## src/rci_cfg.svh

```systemverilog
// Address map, field positions, reset values and limits of the indicator block.
`ifndef RCI_CFG_SVH
`define RCI_CFG_SVH
`define RCI_ADR_CTRL 8'h00
`define RCI_ADR_STATUS 8'h04
`define RCI_ADR_ARC 8'h08
`define RCI_ADR_DEAD 8'h0C
`define RCI_ADR_RECLAIM 8'h10
`define RCI_ADR_LOCKOUT 8'h14
`define RCI_CTRL_MODE 0
`define RCI_CTRL_USE_EXT 1
`define RCI_CTRL_SHOT_LSB 2
`define RCI_CTRL_SHOT_MSB 4
`define RCI_CTRL_MRST 8
`define RCI_CTRL_RST 5'h04
`define RCI_ARC_RST 24'h0000C8
`define RCI_DEAD_RST 24'h0003E8
`define RCI_RECLAIM_RST 24'h0007D0
`define RCI_LOCKOUT_RST 24'h0007D0
`define RCI_SHOT_ONE 3'h1
`define RCI_SHOT_MAX 3'h5
`define RCI_IND_EN 0
`define RCI_IND_DIS 1
`define RCI_IND_ACT 2
`define RCI_IND_RUN 3
`define RCI_IND_DONE 4
`define RCI_IND_FINAL 5
`define RCI_IND_DEAD 6
`define RCI_IND_ARC 7
`define RCI_IND_RCL 8
`define RCI_IND_RDY 9
`define RCI_IND_POST 10
`define RCI_IND_INH 11
`define RCI_IND_LCK 12
`define RCI_IND_REQ_LSB 13
`define RCI_IND_REQ_MSB 17
`define RCI_IND_SHOT_LSB 18
`define RCI_IND_SHOT_MSB 22
`endif

```

## src/rci_pkg.sv

```systemverilog
// Types shared by the indicator block and its timer.
package rci_pkg;
  typedef logic [23:0] rci_time_t;
  typedef logic [22:0] rci_ind_t;
  typedef logic [31:0] rci_word_t;
  typedef enum logic [2:0] {
    RCI_INHIBIT = 3'b000,
    RCI_READY = 3'b001,
    RCI_ARC = 3'b010,
    RCI_DEAD = 3'b011,
    RCI_RECLAIM = 3'b100,
    RCI_LOCKOUT = 3'b101,
    RCI_LOCKED = 3'b110
  } rci_state_e;
endpackage

```

## src/rci_tmr_if.sv

```systemverilog
// Load and status signals between the sequencer and its interval timer.
interface rci_tmr_if;
  logic load;
  rci_pkg::rci_time_t value;
  logic busy;
  modport ctl (output load, output value, input busy);
  modport tmr (input load, input value, output busy);
endinterface

```

## src/rci_sync.sv

```systemverilog
// Two-stage synchroniser for a group of pin inputs.
module rci_sync #(
  parameter int W = 8
) (
  input wire logic clk_i,
  input wire logic rst_i,
  input wire logic [W-1:0] d_i,
  output logic [W-1:0] q_o
);
  logic [W-1:0] meta_reg;
  always_ff @(posedge clk_i) begin
    if (rst_i) begin
      meta_reg <= '0;
      q_o <= '0;
    end else begin
      meta_reg <= d_i;
      q_o <= meta_reg;
    end
  end
endmodule

```

## src/rci_timer.sv

```systemverilog
// Down-counter that times the arcing, dead, reclaim and lockout intervals.
module rci_timer (
  input wire logic clk_i,
  input wire logic rst_i,
  rci_tmr_if.tmr t
);
  import rci_pkg::*;
  rci_time_t cnt_reg;
  always_ff @(posedge clk_i) begin
    if (rst_i) begin
      cnt_reg <= '0;
    end else if (t.load) begin
      cnt_reg <= t.value;
    end else if (cnt_reg != '0) begin
      cnt_reg <= cnt_reg - 24'h000001;
    end
  end
  assign t.busy = (cnt_reg != '0);
endmodule

```

## src/rci_top.sv

```systemverilog
// Reclosing sequencer with status indications and a Wishbone register port.
`include "rci_cfg.svh"

// Behaviour
// - Only indications leave the block; no breaker open or close command.
// - Enabled indication follows the enabled state of the function.
// - Disabled indication when external enable is used and that input is low.
// - Sequence-active and dead-interval indications while dead time runs.
// - Each request indication only while its request's shot executes.
// - Running indication while the sequencer is in running mode.
// - Five shot indications, each while its numbered shot executes.
// - Sequence-done after reclose following last shot, during reclaim wait.
// - Final-trip indication once the final trip has been issued.
// - Arcing indication while the arcing interval is counted.
// - Reclaim indication while the reclaim interval is counted.
// - Ready indication while a sequence can start on a fault.
// - Post-success lockout indication on a fault within the lockout interval.
// - During post-success lockout no new sequence; go locked instead.
// - Inhibit indication while the sequencer is in inhibit mode.
// - Locked indication while the sequencer is in locked mode.
// - Request one has highest priority, request five lowest.
// - Critical request moves the sequencer straight to locked, except from inhibit, which it leaves for ready first when enabled and locks a cycle later.
// - Without external enable in use, the function counts as enabled whenever the mode bit is set.
module rci_top (
  input wire logic clk_i,
  input wire logic rst_i,
  input wire logic wb_cyc_i,
  input wire logic wb_stb_i,
  input wire logic wb_we_i,
  input wire logic [31:0] wb_adr_i,
  input wire logic [3:0] wb_sel_i,
  input wire rci_pkg::rci_word_t wb_dat_i,
  output rci_pkg::rci_word_t wb_dat_o,
  output logic wb_ack_o,
  input wire logic external_enable_input_i,
  input wire logic [4:0] reclose_request_i,
  input wire logic critical_lock_request_i,
  input wire logic breaker_closed_i,
  output logic recloser_enabled_ind_o,
  output logic recloser_disabled_ind_o,
  output logic sequence_active_ind_o,
  output logic [4:0] request_shot_ind_o,
  output logic running_state_ind_o,
  output logic [4:0] shot_active_ind_o,
  output logic sequence_done_ind_o,
  output logic final_trip_ind_o,
  output logic dead_interval_ind_o,
  output logic arcing_interval_ind_o,
  output logic reclaim_interval_ind_o,
  output logic ready_state_ind_o,
  output logic post_success_lockout_ind_o,
  output logic inhibit_state_ind_o,
  output logic locked_state_ind_o
);
  import rci_pkg::*;

  logic [7:0] pins_s;
  logic [4:0] req_s;
  logic ext_s;
  logic crit_s;
  logic closed_s;
  rci_sync #(.W(8)) u_sync (
    .clk_i(clk_i),
    .rst_i(rst_i),
    .d_i({breaker_closed_i, critical_lock_request_i,
          external_enable_input_i, reclose_request_i}),
    .q_o(pins_s)
  );
  assign req_s = pins_s[4:0];
  assign ext_s = pins_s[5];
  assign crit_s = pins_s[6];
  assign closed_s = pins_s[7];

  rci_tmr_if tmr ();
  rci_timer u_timer (
    .clk_i(clk_i),
    .rst_i(rst_i),
    .t(tmr.tmr)
  );

  // Register port.
  logic [4:0] ctrl_reg;
  rci_time_t arc_reg;
  rci_time_t dead_reg;
  rci_time_t reclaim_reg;
  rci_time_t lockout_reg;
  logic ack_reg;
  rci_word_t dat_reg;
  logic mrst_reg;
  logic hit;
  logic wr;
  logic [7:0] adr;
  rci_word_t wmask;
  rci_word_t rd_next;
  rci_ind_t ind_reg;
  rci_ind_t ind_next;

  function automatic rci_word_t merge(rci_word_t old_v, rci_word_t m);
    merge = (old_v & ~m) | (wb_dat_i & m);
  endfunction

  assign hit = wb_cyc_i & wb_stb_i & ~ack_reg;
  assign wr = hit & wb_we_i & (wb_adr_i[31:8] == 24'h000000);
  assign adr = wb_adr_i[7:0];
  assign wmask = {{8{wb_sel_i[3]}}, {8{wb_sel_i[2]}},
                  {8{wb_sel_i[1]}}, {8{wb_sel_i[0]}}};

  always_ff @(posedge clk_i) begin
    if (rst_i) begin
      ack_reg <= 1'b0;
    end else begin
      ack_reg <= hit;
    end
  end

  always_ff @(posedge clk_i) begin
    if (rst_i) begin
      ctrl_reg <= `RCI_CTRL_RST;
      arc_reg <= `RCI_ARC_RST;
      dead_reg <= `RCI_DEAD_RST;
      reclaim_reg <= `RCI_RECLAIM_RST;
      lockout_reg <= `RCI_LOCKOUT_RST;
    end else if (wr) begin
      case (adr)
        `RCI_ADR_CTRL: ctrl_reg <= 5'(merge({27'h0, ctrl_reg}, wmask));
        `RCI_ADR_ARC: arc_reg <= 24'(merge({8'h00, arc_reg}, wmask));
        `RCI_ADR_DEAD: dead_reg <= 24'(merge({8'h00, dead_reg}, wmask));
        `RCI_ADR_RECLAIM: begin
          reclaim_reg <= 24'(merge({8'h00, reclaim_reg}, wmask));
        end
        `RCI_ADR_LOCKOUT: begin
          lockout_reg <= 24'(merge({8'h00, lockout_reg}, wmask));
        end
        default: ctrl_reg <= ctrl_reg;
      endcase
    end
  end

  // The manual reset bit is a command: it acts once and always reads zero.
  always_ff @(posedge clk_i) begin
    if (rst_i) begin
      mrst_reg <= 1'b0;
    end else begin
      mrst_reg <= wr & (adr == `RCI_ADR_CTRL) & wb_sel_i[1]
                  & wb_dat_i[`RCI_CTRL_MRST];
    end
  end

  always_comb begin
    rd_next = 32'h00000000;
    if (wb_adr_i[31:8] == 24'h000000) begin
      case (adr)
        `RCI_ADR_CTRL: rd_next = {27'h0, ctrl_reg};
        `RCI_ADR_STATUS: rd_next = {9'h000, ind_reg};
        `RCI_ADR_ARC: rd_next = {8'h00, arc_reg};
        `RCI_ADR_DEAD: rd_next = {8'h00, dead_reg};
        `RCI_ADR_RECLAIM: rd_next = {8'h00, reclaim_reg};
        `RCI_ADR_LOCKOUT: rd_next = {8'h00, lockout_reg};
        default: rd_next = 32'h00000000;
      endcase
    end
  end

  always_ff @(posedge clk_i) begin
    if (rst_i) begin
      dat_reg <= 32'h00000000;
    end else if (hit) begin
      dat_reg <= rd_next;
    end
  end
  assign wb_dat_o = dat_reg;
  assign wb_ack_o = ack_reg;

  // Sequencer.
  rci_state_e state_reg;
  rci_state_e state_next;
  logic [2:0] shot_reg;
  logic [2:0] shot_next;
  logic [4:0] sel_reg;
  logic [4:0] sel_next;
  logic final_reg;
  logic post_reg;
  logic enabled;
  logic [2:0] shot_lim;
  logic [2:0] shot_fld;
  logic [4:0] req_pick;
  logic any_req;
  logic set_final;
  logic set_post;

  assign enabled = ctrl_reg[`RCI_CTRL_MODE]
                   & (~ctrl_reg[`RCI_CTRL_USE_EXT] | ext_s);
  assign shot_fld = ctrl_reg[`RCI_CTRL_SHOT_MSB:`RCI_CTRL_SHOT_LSB];
  assign shot_lim = (shot_fld > `RCI_SHOT_MAX) ? `RCI_SHOT_MAX : shot_fld;
  assign req_pick = req_s & (~req_s + 5'h01);
  assign any_req = (req_s != 5'h00);
  assign set_final = (state_reg == RCI_RECLAIM) & any_req
                     & (shot_reg >= shot_lim);
  assign set_post = (state_reg == RCI_LOCKOUT) & any_req;

  always_comb begin
    state_next = state_reg;
    shot_next = shot_reg;
    sel_next = sel_reg;
    tmr.load = 1'b0;
    tmr.value = arc_reg;
    if (!enabled) begin
      state_next = RCI_INHIBIT;
    end else if (crit_s && state_reg != RCI_INHIBIT) begin
      state_next = RCI_LOCKED;
    end else begin
      case (state_reg)
        RCI_INHIBIT: state_next = RCI_READY;
        RCI_READY: begin
          if (any_req) begin
            state_next = RCI_ARC;
            shot_next = `RCI_SHOT_ONE;
            sel_next = req_pick;
            tmr.load = 1'b1;
          end
        end
        RCI_ARC: begin
          if (!tmr.busy) begin
            state_next = RCI_DEAD;
            tmr.value = dead_reg;
            tmr.load = 1'b1;
          end
        end
        RCI_DEAD: begin
          // The reclose itself belongs to the object control function.
          if (!tmr.busy && closed_s) begin
            state_next = RCI_RECLAIM;
            tmr.value = reclaim_reg;
            tmr.load = 1'b1;
          end
        end
        RCI_RECLAIM: begin
          if (set_final) begin
            state_next = RCI_LOCKED;
          end else if (any_req) begin
            state_next = RCI_ARC;
            shot_next = shot_reg + 3'h1;
            sel_next = req_pick;
            tmr.load = 1'b1;
          end else if (!tmr.busy) begin
            state_next = RCI_LOCKOUT;
            tmr.value = lockout_reg;
            tmr.load = 1'b1;
          end
        end
        RCI_LOCKOUT: begin
          if (set_post) begin
            state_next = RCI_LOCKED;
          end else if (!tmr.busy) begin
            state_next = RCI_READY;
          end
        end
        RCI_LOCKED: begin
          if (mrst_reg) begin
            state_next = RCI_READY;
          end
        end
        default: state_next = RCI_INHIBIT;
      endcase
    end
  end

  always_ff @(posedge clk_i) begin
    if (rst_i) begin
      state_reg <= RCI_INHIBIT;
      shot_reg <= `RCI_SHOT_ONE;
      sel_reg <= 5'h00;
    end else begin
      state_reg <= state_next;
      shot_reg <= shot_next;
      sel_reg <= sel_next;
    end
  end

  // Set beats the manual reset so a trip in the same cycle is never lost.
  always_ff @(posedge clk_i) begin
    if (rst_i) begin
      final_reg <= 1'b0;
      post_reg <= 1'b0;
    end else begin
      if (enabled && !crit_s && set_final) begin
        final_reg <= 1'b1;
      end else if (mrst_reg) begin
        final_reg <= 1'b0;
      end
      if (enabled && !crit_s && set_post) begin
        post_reg <= 1'b1;
      end else if (mrst_reg || state_reg != RCI_LOCKED) begin
        post_reg <= post_reg & (state_reg == RCI_LOCKOUT);
      end
    end
  end

  // Indications are registered, so each shows the state one cycle late.
  logic run;
  logic [4:0] shot_oh;
  assign run = (state_reg == RCI_ARC) | (state_reg == RCI_DEAD)
               | (state_reg == RCI_RECLAIM);
  assign shot_oh = 5'h01 << (shot_reg - 3'h1);

  always_comb begin
    ind_next = '0;
    ind_next[`RCI_IND_EN] = enabled;
    ind_next[`RCI_IND_DIS] = ctrl_reg[`RCI_CTRL_USE_EXT] & ~ext_s;
    ind_next[`RCI_IND_ACT] = (state_reg == RCI_DEAD) & tmr.busy;
    ind_next[`RCI_IND_DEAD] = (state_reg == RCI_DEAD) & tmr.busy;
    ind_next[`RCI_IND_RUN] = run;
    ind_next[`RCI_IND_DONE] = (state_reg == RCI_RECLAIM)
                              & (shot_reg >= shot_lim);
    ind_next[`RCI_IND_FINAL] = final_reg;
    ind_next[`RCI_IND_ARC] = (state_reg == RCI_ARC) & tmr.busy;
    ind_next[`RCI_IND_RCL] = (state_reg == RCI_RECLAIM) & tmr.busy;
    ind_next[`RCI_IND_RDY] = (state_reg == RCI_READY);
    ind_next[`RCI_IND_POST] = post_reg;
    ind_next[`RCI_IND_INH] = (state_reg == RCI_INHIBIT);
    ind_next[`RCI_IND_LCK] = (state_reg == RCI_LOCKED);
    ind_next[`RCI_IND_REQ_MSB:`RCI_IND_REQ_LSB] =
      run ? sel_reg : 5'h00;
    ind_next[`RCI_IND_SHOT_MSB:`RCI_IND_SHOT_LSB] =
      run ? shot_oh : 5'h00;
  end

  always_ff @(posedge clk_i) begin
    if (rst_i) begin
      ind_reg <= '0;
    end else begin
      ind_reg <= ind_next;
    end
  end

  // Nothing here drives the breaker; every output below is an indication.
  assign recloser_enabled_ind_o = ind_reg[`RCI_IND_EN];
  assign recloser_disabled_ind_o = ind_reg[`RCI_IND_DIS];
  assign sequence_active_ind_o = ind_reg[`RCI_IND_ACT];
  assign running_state_ind_o = ind_reg[`RCI_IND_RUN];
  assign sequence_done_ind_o = ind_reg[`RCI_IND_DONE];
  assign final_trip_ind_o = ind_reg[`RCI_IND_FINAL];
  assign dead_interval_ind_o = ind_reg[`RCI_IND_DEAD];
  assign arcing_interval_ind_o = ind_reg[`RCI_IND_ARC];
  assign reclaim_interval_ind_o = ind_reg[`RCI_IND_RCL];
  assign ready_state_ind_o = ind_reg[`RCI_IND_RDY];
  assign post_success_lockout_ind_o = ind_reg[`RCI_IND_POST];
  assign inhibit_state_ind_o = ind_reg[`RCI_IND_INH];
  assign locked_state_ind_o = ind_reg[`RCI_IND_LCK];
  assign request_shot_ind_o = ind_reg[`RCI_IND_REQ_MSB:`RCI_IND_REQ_LSB];
  assign shot_active_ind_o = ind_reg[`RCI_IND_SHOT_MSB:`RCI_IND_SHOT_LSB];
endmodule

```

## config.mk

```make
export PLATFORM = sky130hd
export DESIGN_NAME = rci_top
export DESIGN_NICKNAME = d
export VERILOG_FILES = /design/src/rci_pkg.sv /design/src/rci_tmr_if.sv /design/src/rci_sync.sv /design/src/rci_timer.sv /design/src/rci_top.sv
export VERILOG_INCLUDE_DIRS = /design/src
export SDC_FILE = /design/constraint.sdc
export NUM_CORES = 1
export LEC_CHECK = 0
export ABC_AREA = 0
export ABC_CLOCK_PERIOD_IN_PS = 4800
export BUFFER_PORTS_ARGS = -buffer_cell sky130_fd_sc_hd__buf_2
export CAP_MARGIN = 20
export CORE_MARGIN = 4
export CORE_UTILIZATION = 50
export CTS_CLUSTER_SIZE = 28
export DETAILED_ROUTE_END_ITERATION = 12
export PLACE_DENSITY = 0.75
export REMOVE_ABC_BUFFERS = 1
export SYNTH_ARGS = -nofsm -noshare
export SYNTH_HDL_FRONTEND = slang
export SYNTH_HIERARCHICAL = 1
export SYNTH_SLANG_ARGS = --single-unit
```

## constraint.sdc

```tcl
create_clock -name clk_i -period 4.8 [get_ports clk_i]
set_clock_uncertainty 0.1 [all_clocks]
set_input_delay 0.48 -clock clk_i [delete_from_list [all_inputs] [get_ports clk_i]]
set_output_delay 0.48 -clock clk_i [all_outputs]
set_load 0.03 [all_outputs]
```

* After elaboration in Yosys (flattened, before gate mapping) *
Index checks and enable logic that the tools add are counted.

storage, ports and cells
  input port bits = 81
  logic and storage cells = 165
  flip-flop bits (word level) = 211

operators by class
  equal/unequal tests = 26
  multiplexer cells = 43
  add/sub/neg operators = 4
  reduce and logical (&&, ||, !) cells = 30
  order comparisons = 2
  shift-type cells = 1
  bitwise logic cells = 40

operators by type and width
  operator                                                              number
  24-bit 2-to-1 mux                                                     10
  24-bit one-hot mux with 6 select lines                                1
  24-bit AND                                                            5
  24-bit bitwise OR                                                     4
  24-bit one-hot mux with 3 select lines                                1
  3-bit 2-to-1 mux                                                      14
  24-bit zero test                                                      1
  24-bit NOT                                                            1
  24-bit nonzero test                                                   1
  24-bit by 1-bit subtractor with 24-bit output, second input constant  1
  3-bit one-hot mux with 7 select lines                                 1
  6-bit AND reduction                                                   3
  1-bit AND                                                             17
  8-bit by 4-bit == test with 1-bit output, second input constant       2
  8-bit by 5-bit == test with 1-bit output, second input constant       2
  3-bit inequality test, second input constant                          4
  1-bit 2-to-1 mux                                                      11
  5-bit AND                                                             2
  5-bit 2-to-1 mux                                                      2
  2-bit inequality test, second input constant                          5
  5-bit one-hot mux with 2 select lines                                 1
  2-bit AND reduction                                                   5
  3-bit == test, second input constant                                  3
  8-bit by 3-bit == test with 1-bit output, second input constant       1
  other kinds (30)                                                      48

* Logic depth before layout (Yosys ltp) *
Gate-level depths: netlist of run 1.

  depth in word-level cells = 9
  gate-level depth with buffers = 14
  mapped depth without buffers = 13

* Hierarchy *
The synthesis of run 1 kept the hierarchy.

modules (own cells, without submodules)
  module     area an instance (um^2)  cells each  instances  sequential area each (um^2)
  rci_top    8159.1                   887         1          3243.1
  rci_timer  1433.9                   162         1          480.5
  rci_sync   464.2                    33          1          320.3

* Worst setup path before layout of run 1 *
OpenSTA, ideal clock, no wires.

  kind = register to register
  start point = reg u_timer.cnt_reg[0]
  end point = reg u_timer.cnt_reg[9]
  stages on the path, launching flop included = 14
  library setup time = 0.122 ns
  arrival = 3.088 ns
  slack = 1.490 ns
  clock period less this slack = 3.310 ns
  data required time = 4.578 ns
  path buffers = 2
  cell sequence = dfxtp_1 > inv_1 > ha_1 > or4b_1 > nor4_4 > nand3_2 > clkbuf_1 > clkbuf_1 > mux2_2 > a222oi_1 > o2bb2ai_1 > a21oi_1 > nor2_1 > a311o_1

between the ends
  cells in the longest elaborated chain, start to end = 8

ends and longest elaborated chain
  element                                                 line                            RTL
  start: declaration                                      rci_timer.sv:8                  rci_time_t cnt_reg;
  start signal: assignment                                rci_timer.sv:13                 cnt_reg <= t.value;
  start signal: assignment                                rci_timer.sv:15                 cnt_reg <= cnt_reg - 24'h000001;
  24-bit nonzero test (*)                                 rci_timer.sv:18                 assign t.busy = (cnt_reg != '0);
  named net tmr.busy                                      rci_tmr_if.sv:5                 logic busy;
  24-bit 2-to-1 mux or 1-bit zero test (tied branches)    --
  24-bit 2-to-1 mux or 1-bit logical AND (tied branches)  rci_top.sv:240, rci_top.sv:231
  24-bit 2-to-1 mux (on tied branches)                    rci_top.sv:238, rci_top.sv:231
  24-bit one-hot mux with 3 select lines (*)              rci_top.sv:212                  case (state_reg)
  24-bit 2-to-1 mux (*)                                   rci_top.sv:209                  end else if (crit_s && state_reg != RCI_INHIBIT) begin
  24-bit 2-to-1 mux (*)                                   rci_top.sv:207                  if (!enabled) begin
  named net tmr.value[9]                                  rci_tmr_if.sv:4                 rci_pkg::rci_time_t value;
  24-bit 2-to-1 mux (*)                                   rci_timer.sv:12                 end else if (t.load) begin

Mark *: on every way through the listed nets, which the timed path passes. The rest lies on a longest branch. The select of a mux whose other input is x is not followed.
A chain may end at the register's enable or synchronous reset.

* Final worst setup path of run 1 *
  start point = reg u_timer.cnt_reg[0]
  end point = reg u_timer.cnt_reg[5]

between the ends
  cells in the longest elaborated chain, start to end = 8

ends and longest elaborated chain
  element                                                  line                            RTL
  24-bit nonzero test (*)                                  rci_timer.sv:18
  named net tmr.busy                                       rci_tmr_if.sv:5
  1-bit 2-to-1 mux or 1-bit zero test (tied branches)      --
  1-bit 2-to-1 mux or 1-bit logical AND (tied branches)    rci_top.sv:240, rci_top.sv:231
  1-bit 2-to-1 mux (on tied branches)                      rci_top.sv:238, rci_top.sv:231
  1-bit one-hot mux with 4 select lines (*)                rci_top.sv:212
  1-bit 2-to-1 mux (*)                                     rci_top.sv:209
  1-bit 2-to-1 mux (*)                                     rci_top.sv:207
  named net tmr.load                                       rci_tmr_if.sv:3                 logic load;
  24-bit 2-to-1 mux or 2-bit nonzero test (tied branches)  --

Marked as above.

==> results.txt, run 1 <==
The worst setup path is captured at a flip-flop. The maximum frequency from static timing analysis was 0.2646 GHz. Summing the areas of all fa, ha and maj instances in the mapped netlist gives 0.9953% of the synthesized area.

By area the synthesized netlist is led by sky130_fd_sc_hd__dfxtp_1 40%, sky130_fd_sc_hd__mux2i_1 7.0%, sky130_fd_sc_hd__nand2b_1 5.5%, sky130_fd_sc_hd__o2bb2ai_1 3.2%, sky130_fd_sc_hd__mux2_2 3.0%. The number of flip-flops and latches in the synthesized netlist is 202, and the switching part of the total is 28.49%. The tools report the count of filler cells inserted in the layout as 1779. The placed instances occupy a cell area of 10720 um^2.

The first global-routing pass estimated 46090 um of wire. After the flow finishes, the layout carries non-filler instances totaling 1443. The most instantiated flip-flop cell in the synthesis netlist was sky130_fd_sc_hd__dfxtp_1. Counting every instance in the synthesized netlist gives 1082. Of the total power, registers draw 38.8%. Path depth of the worst reg2reg path: 13. IR analysis of the VDD net gives a maximum drop of 312.0 uV.

The relative contribution of combinational cells to total power was 20.1%; the number of buffers inserted by post-CTS setup repair was 0. Subtracting the final worst setup slack from the clock period gives 3.779 ns. The post-synthesis to final-layout area growth was 15.27%; the simple-gate portion of the synthesized area was 24.61%.

In this run the worst path has a maximum fanout of 15. Fraction of layout instances using a drive strength above 1: 20.63%. Startpoint of the most critical register-to-register path: u_timer/cnt_reg[0]. The initialized floorplan defines 51 standard-cell rows.

The clock network latency to the later pin of the worst-skew pair came out at 0.51 ns. The internal power of the cells totals 3442 uW. Leakage power: 0.004475 uW. The synthesized-area fraction occupied by ao, oa, aoi and oai cells is 18.14%. The tools report the minimum setup slack in the final design as 1.021 ns.

The category of cells accounting for the largest share of critical-path delay is simple AND/OR/NAND/NOR gates. For the clock buffer count from CTS, the log shows 23. Final design instance area without fill: 11590 um^2.

The die covers 22450 um^2. The critical path's slowest cell is sky130_fd_sc_hd__nor2_1. The run gives 1012 as the violation count after the first detailed-routing iteration.

In this run the most critical hold path is launched from external_enable_input_i. Summing every instance area after synthesis gives 10060 um^2. Data on the critical path is required at its endpoint by 5.11 ns.

For the number of antenna violations at the first check in global routing, the log shows 1. Buffers inserted to repair hold after CTS numbered 0. Setup violations remaining at the end of the flow were counted as 0. The class of the tightest hold or removal check was in2reg.

The clock network is responsible for 41.0% of the overall power. The count of inserted antenna diode cells is 0. In this run the power density over the cells is 415.3 nW/um^2. For the pin with the worst max-slew slack, the measured transition is 1.062 ns. The initial utilization of the core area, before any placement, comes to 51.17%. The total overflow left after global routing is 0. The critical path contains buffers and inverters numbering 4 combined. The worst hold path passes through 2 cells. The worst register-to-register path ends at u_timer/cnt_reg[5]. At the placement stage, the worst setup path has a slack of 1.179 ns. In this run the standard cell core region covers 19650 um^2. In this run the mean area of a mapped cell was 9.295 um^2.

The net count of the finished layout is 1251. The tools report the startpoint type of the worst setup path as a flip-flop. The largest single stage delay on the critical path is 0.76 ns.

In this run the count of I/O pins placed on the die edge is 137. The Yosys step of the flow raised 6 warnings. The worst pin sits at a relative slew slack of 28.92%. The tool flagged a number of max-cap violations equal to 0.

The fraction of the cycle the final worst path needs came out at 78.72%. At the worst endpoint, the arrival time is 4.09 ns. The tools report the number of global-route vias before repair as 8552.

The endpoint with the worst hold slack was u_sync/meta_reg[5]. The fraction of the yosys area taken by sequential cells was 40.21%. The async set or reset register ratio after synthesis is 0%. The cell that appears most often on the critical path is sky130_fd_sc_hd__inv_1. Clock-pin slew was measured on the worst setup and hold paths at 0.06 ns. The fraction of post-synthesis cell area in the top cell type by area works out to 40.21%. Global routing used 25.55% of the available tracks across all layers.

TritonCTS built the clock tree. The register-to-register setup slack is 1.02 ns. For the routed wire length, the log shows 29190 um. Placed instance count: 1400. The tools report the number of instances resized during post-cts repair as 0.

For this run, the detailed router's first-pass iteration total came to 6. After synthesis, the largest family of logic cells by area is simple AND/OR/NAND/NOR gates. Fraction of synthesized cell area in xor and xnor cells: 1.568%.

The congestion estimate from routability-driven global placement came to 0.8979. Once detail routing completed, the nets flagged for antenna violations numbered 0. The number of hold-slack violations in the final timing report came out at 0.

Detailed-route DRC error count: 0. For the net switching power figure, the log shows 1371 uW. The flow ran to the end, and the final reports show no timing, DRC or antenna violations. The H-tree level count was 1; the largest net degree at the start of global routing was 87.

For this block, the via count after detailed routing is 8794. Synthesis instantiated 83 different standard cells from the library. The height of the die is 149.8 um. sky130_fd_sc_hd__dfxtp_1 takes more of the synthesized area than any other cell. Traced cell by cell, the critical path runs through inv_1 -> ha_1 -> or4b_1 -> nor4_4 -> nand3_2 -> inv_1 -> a22oi_1 -> nor3_1 -> buf_4 -> inv_1 -> nor2_1 -> a32oi_1 -> o41ai_1.

For the number of max-slew violations in the final report, the log shows 0. Setup repair after global routing left no endpoint under its margin. The post-detailed-route wirelength per cell was 20.23 um. At the end of the flow the core is filled with cells to 58.98%.

During placement, the flow inserted port buffers numbering 119. For this design, the sink count on the clock tree is 202. Of the post-synthesis cell area, the part taken by muxes is 9.990%. Adding up every negative setup slack in the final design gives 0 ns. Yosys mapped a number of flops with a built-in enable equal to 0. In this run the deepest clock path goes through 3 buffers. The root buffer cell was sky130_fd_sc_hd__clkbuf_16. The critical setup path kind was reg2reg. The detail-routed via count per cell was 6.094; the die outline width was 149.8 um. The run gives 19660 um as the detailed-placement wirelength estimate.
layer usage:
metal	vias to the layer above	global-route usage [%]	share of wire, %
met4	2	8.051	3.2
met3	72	5.088	8.9
met1	4162	34.63	43
met5	-	0	0.045
li1	4169	-	-
met2	389	41.14	45
area by class of cell:
type,instances,area (um^2),area share (%)
multi-input combinational,791,5614,48.43
sequential,202,4044,34.88
inverter,10,37.54,0.3238
tap,265,331.6,2.860
timing repair buffer,134,718.2,6.195
clock buffer,32,649.4,5.602
clock inverter,9,197.7,1.705
logic make-up (layout without fill, tap and decap cells):
logic type / Yosys count / count (layout)
multiplexers: 97 / 97
AND/OR/NAND/NOR: 418 / 418
XOR/XNOR: 18 / 18
other: 1 / 8
adder cells (fa/ha/maj): 8 / 8
AO/OA/AOI/OAI: 242 / 242
flip-flops: 202 / 202
buffers and inverters: 96 / 185
Yosys cell counts (4+ instances only):
master and instances:
sky130_fd_sc_hd__a21oi_1 22, sky130_fd_sc_hd__a221oi_1 17, sky130_fd_sc_hd__a222oi_1 25, sky130_fd_sc_hd__a22o_1 6, sky130_fd_sc_hd__a22oi_1 23, sky130_fd_sc_hd__a32o_1 5, sky130_fd_sc_hd__and2_1 9, sky130_fd_sc_hd__and2b_2 6
sky130_fd_sc_hd__and3_1 14, sky130_fd_sc_hd__buf_1 4, sky130_fd_sc_hd__buf_2 12, sky130_fd_sc_hd__buf_4 11, sky130_fd_sc_hd__clkbuf_1 56, sky130_fd_sc_hd__dfxtp_1 202, sky130_fd_sc_hd__ha_1 8, sky130_fd_sc_hd__inv_1 10
sky130_fd_sc_hd__mux2_2 27, sky130_fd_sc_hd__mux2i_1 70, sky130_fd_sc_hd__nand2_1 67, sky130_fd_sc_hd__nand2b_1 89, sky130_fd_sc_hd__nand3_1 22, sky130_fd_sc_hd__nand3b_1 33, sky130_fd_sc_hd__nand4_1 8, sky130_fd_sc_hd__nor2_1 60
sky130_fd_sc_hd__nor2b_1 16, sky130_fd_sc_hd__nor2b_2 7, sky130_fd_sc_hd__nor3_1 24, sky130_fd_sc_hd__nor3b_1 4, sky130_fd_sc_hd__nor4_1 16, sky130_fd_sc_hd__nor4_2 4, sky130_fd_sc_hd__o21ai_0 58, sky130_fd_sc_hd__o21ai_2 5
sky130_fd_sc_hd__o22ai_2 5, sky130_fd_sc_hd__o2bb2ai_1 37, sky130_fd_sc_hd__or3_1 7, sky130_fd_sc_hd__xnor2_1 7, sky130_fd_sc_hd__xor2_1 11
cells in the final DEF (no fill, tap or decap), types with 23 or more instances in the layout:
master,netlist,routed
sky130_fd_sc_hd__dfxtp_1,202,202
sky130_fd_sc_hd__buf_2,12,118
sky130_fd_sc_hd__nand2b_1,89,89
sky130_fd_sc_hd__mux2i_1,70,70
sky130_fd_sc_hd__nand2_1,67,67
sky130_fd_sc_hd__nor2_1,60,59
sky130_fd_sc_hd__o21ai_0,58,58
sky130_fd_sc_hd__o2bb2ai_1,37,37
sky130_fd_sc_hd__nand3b_1,33,33
sky130_fd_sc_hd__mux2_2,27,27
sky130_fd_sc_hd__a222oi_1,25,25
sky130_fd_sc_hd__nor3_1,24,24
sky130_fd_sc_hd__a22oi_1,23,23
sky130_fd_sc_hd__clkbuf_16,0,23
metrics by stage:
stage | total power, uW | hold WS (ns)
2_1_floorplan | 2609 | 0.3138
3_3_place_gp | 2832 | 0.3187
3_5_place_dp | 2847 | 0.3193
4_1_cts | 4813 | 0.07162
5_1_grt | 4993 | 0.09398
6_report | 4814 | 0.07582
power by group through the flow:
stage          clock, uW  combinational (uW)  sequential (uW)
2_1_floorplan          0                 731             1880
3_3_place_gp           0                 936             1900
3_5_place_dp           0                 948             1900
4_1_cts             1990                 958             1870
5_1_grt             2050                1060             1880
6_report            1970                 969             1870
how the worst max path moves through the flow:
stage	endpoint	start	slack (ns)	cells after the start
after global placement	u_timer/cnt_reg[1]	u_timer/cnt_reg[0]	1.20	13
after floorplan	u_timer/cnt_reg[9]	u_timer/cnt_reg[0]	0.73	13
after CTS	u_timer/cnt_reg[5]	u_timer/cnt_reg[0]	1.10	13
after detailed placement	u_timer/cnt_reg[1]	u_timer/cnt_reg[0]	1.18	13
final	u_timer/cnt_reg[5]	u_timer/cnt_reg[0]	1.02	13
after global routing	u_timer/cnt_reg[1]	u_timer/cnt_reg[0]	0.75	13
Power figures use the tool's default switching activity.
==> inputs of run 2 (changes only) <==
--- a/config.mk
+++ b/config.mk
@@ -7,7 +7,7 @@
 export NUM_CORES = 1
 export LEC_CHECK = 0
 export ABC_AREA = 0
-export ABC_CLOCK_PERIOD_IN_PS = 4800
+export ABC_CLOCK_PERIOD_IN_PS = 3750
 export BUFFER_PORTS_ARGS = -buffer_cell sky130_fd_sc_hd__buf_2
 export CAP_MARGIN = 20
 export CORE_MARGIN = 4
==> constraint.sdc (replaced) <==
create_clock -name clk_i -period 3.75 [get_ports clk_i]
set_clock_uncertainty 0.1 [all_clocks]
set_input_delay 0.375 -clock clk_i [delete_from_list [all_inputs] [get_ports clk_i]]
set_output_delay 0.375 -clock clk_i [all_outputs]
set_load 0.03 [all_outputs]
==> results.txt, run 2 (synthesized netlist as in run 1, its figures left out) <==
The detailed router placed 9066 vias in this run. The detail-routed via count per cell is 6.193, and the final cell utilization of the core is 59.59%. The number of antenna violations at the first check in global routing came out at 1. The endpoint kind of the worst setup timing path was a flip-flop.

Traced cell by cell, the critical path runs through inv_1 -> ha_1 -> or4b_1 -> nor4_4 -> nand3_2 -> nand2b_1 -> a311o_1 -> o2bb2ai_1 -> a21oi_1 -> nor2_1 -> a311o_1. In this run, the number of DRC markers left after iteration 0 of detailed routing was 1003. The logs give 315.8 uV for the peak supply drop and 1 for the H-tree level count. The total congestion overflow after global routing came out at 0. TritonCTS built the clock tree.

Summing all placed instances gives a cell area of 10860 um^2. Dividing total power by cell area gives a power density of 515.8 nW/um^2. Data arrives at the worst endpoint at 3.75 ns. The tools report the row count as 51. Derived from the worst setup path, the maximum achievable clock frequency is 0.2884 GHz. The post-detailed-route wirelength per cell is 20.42 um. For the worst setup path, the data required time is 4.03 ns. Die outline area: 22450 um^2. On the critical path the largest part of the delay comes from simple AND/OR/NAND/NOR gates. In the layout the commonest cells are 202 x sky130_fd_sc_hd__dfxtp_1, 118 x sky130_fd_sc_hd__buf_2, 89 x sky130_fd_sc_hd__nand2b_1. Entering global routing, the biggest net connects 89 pins. From left edge to right edge, the die measures 149.8 um. The tools report the top-level I/O count as 137. Among all stages on the critical path, the largest delay is contributed by sky130_fd_sc_hd__a311o_1. After clock tree synthesis, the clock-pin slew on the worst setup and hold paths is 0.06 ns. Fraction of layout instances using a drive strength above 1: 21.27%.

Port buffering added 119 buffers. The library cell used most frequently in the layout, excluding fill and tap cells, is sky130_fd_sc_hd__dfxtp_1. Setup violations remaining at the end of the flow were counted as 0. For the number of max-slew violations in the final report, the log shows 0.

Measured along the y axis, the die boundary spans 149.8 um. In the routed design, unresolved DRC markers number 0. The repair_antennas step left the layout with diodes totalling 0. Setup repair after global routing left no endpoint under its margin. At the pin with the least slew margin, the transition time is 0.8601 ns. The maximum cell stage delay along the critical path came out at 0.58 ns. Along the worst path, the maximum fanout reaches 11.

Relative to the synthesized area, the layout overhead comes to 16.45%. The routed design has 29890 um of wire. The final net count was 1272. The tree is rooted in a sky130_fd_sc_hd__clkbuf_16.

The first global-routing pass estimated 46550 um of wire. Placeable core region: 19650 um^2. Critical setup path kind: reg2reg. The logs give 6 for the number of iterations in the first detailed-routing pass and 0.50 ns for the clock network latency to the later pin of the worst-skew pair. The run finished with clean final reports.

Number of buffer and inverter instances along the worst setup path: 1. The number of global-route vias before repair was 8609. The analysis attributes to cell leakage a power of 0.004552 uW.

The setup check on the worst reg-to-reg path leaves a slack of 0.28 ns. Once detail routing completed, the nets flagged for antenna violations numbered 0. For the number of maximum-capacitance constraint violations, the log shows 0. Startpoint type of the worst setup path: a flip-flop. Dividing the final minimum period by the clock period gives 92.46%. The run gives 20350 um as the detailed-placement wirelength estimate. No sink is reached through more buffers than the 3 on the longest clock path. The clock buffer count from CTS came out at 23. The cell that appears most often on the critical path is sky130_fd_sc_hd__a311o_1. Routability-driven placement finished with a final weighted congestion of 0.9332. The worst path in the final design needs a cycle of 3.467 ns, including I/O delays and setup. The finished cells cover 11710 um^2.

For this configuration, the core starts out at a cell density of 51.17%. For the clock sink total, the log shows 202. The path class of the tightest hold or removal check is in2reg. In this run the tightest slew margin relative to its limit is 42.66%. Global routing consumed, over all layers together, 25.87% of the routing resources. The number of hold-slack violations in the final timing report came out at 0.
## run 2: path summary, 6_finish.rpt
kind / end / start / cells after the start
max reg2reg: u_timer/cnt_reg[9] / u_timer/cnt_reg[0] / 11
min: u_sync/meta_reg[7] / breaker_closed_i / 2
min reg2reg: u_sync/q_o[4] / u_sync/meta_reg[4] / 1
max: u_timer/cnt_reg[9] / u_timer/cnt_reg[0] / 11
## run 2: worst reg2reg max path: stages (launching register included)
cell	delay [ns]
sky130_fd_sc_hd__dfxtp_1	0.35
sky130_fd_sc_hd__inv_1	0.11
sky130_fd_sc_hd__ha_1	0.15
sky130_fd_sc_hd__or4b_1	0.53
sky130_fd_sc_hd__nor4_4	0.23
sky130_fd_sc_hd__nand3_2	0.25
sky130_fd_sc_hd__nand2b_1	0.25
sky130_fd_sc_hd__a311o_1	0.58
sky130_fd_sc_hd__o2bb2ai_1	0.22
sky130_fd_sc_hd__a21oi_1	0.18
sky130_fd_sc_hd__nor2_1	0.06
sky130_fd_sc_hd__a311o_1	0.34
## run 2: power by group
| group | total [uW] | internal (uW) | switching [uW] | leakage (uW) |
|---|---|---|---|---|
| Combinational | 1290 | 550 | 743 | 0.00253 |
| Clock | 2350 | 1470 | 875 | 0.000386 |
| Sequential | 2400 | 2260 | 139 | 0.00163 |
## run 2: routing by layer
metal | track usage, % | up-vias | share of wire, %
li1 | - | 4202 | -
met1 | 35.39 | 4274 | 42
met2 | 41.47 | 509 | 45
met3 | 5.148 | 79 | 11
met4 | 7.777 | 2 | 2.9
met5 | 0 | - | 0.023
## run 2: area by class of cell
class | instances | area, um^2
clock buffer | 30 | 601.8
clock inverter | 11 | 183.9
fill | 1766 | 7943
inverter | 10 | 37.54
multi-input combinational | 791 | 5614
sequential | 202 | 4044
tap | 265 | 331.6
timing repair buffer | 155 | 898.4
## run 2: timing repair
item	in CTS	in global routing
hold buffers	7	0
setup buffers	0	0
hold endpoints to repair	7	0
gates resized for setup	0	0
## run 2: per-stage QoR
stage | total power, uW | setup slack, ns | hold WS [ns] | cells | TNS (ns)
after floorplan | 3339 | -0.3243 | 0.3138 | 1003 | -3.340
after global placement | 3646 | 0.4404 | 0.3180 | 1416 | 0
after detailed placement | 3676 | 0.3856 | 0.3247 | 1416 | 0
after CTS | 6037 | 0.3606 | 0.004466 | 1464 | 0
after global routing | 6279 | 0.06485 | 0.02009 | 1464 | 0
final | 6041 | 0.2827 | 0.01037 | 1464 | 0
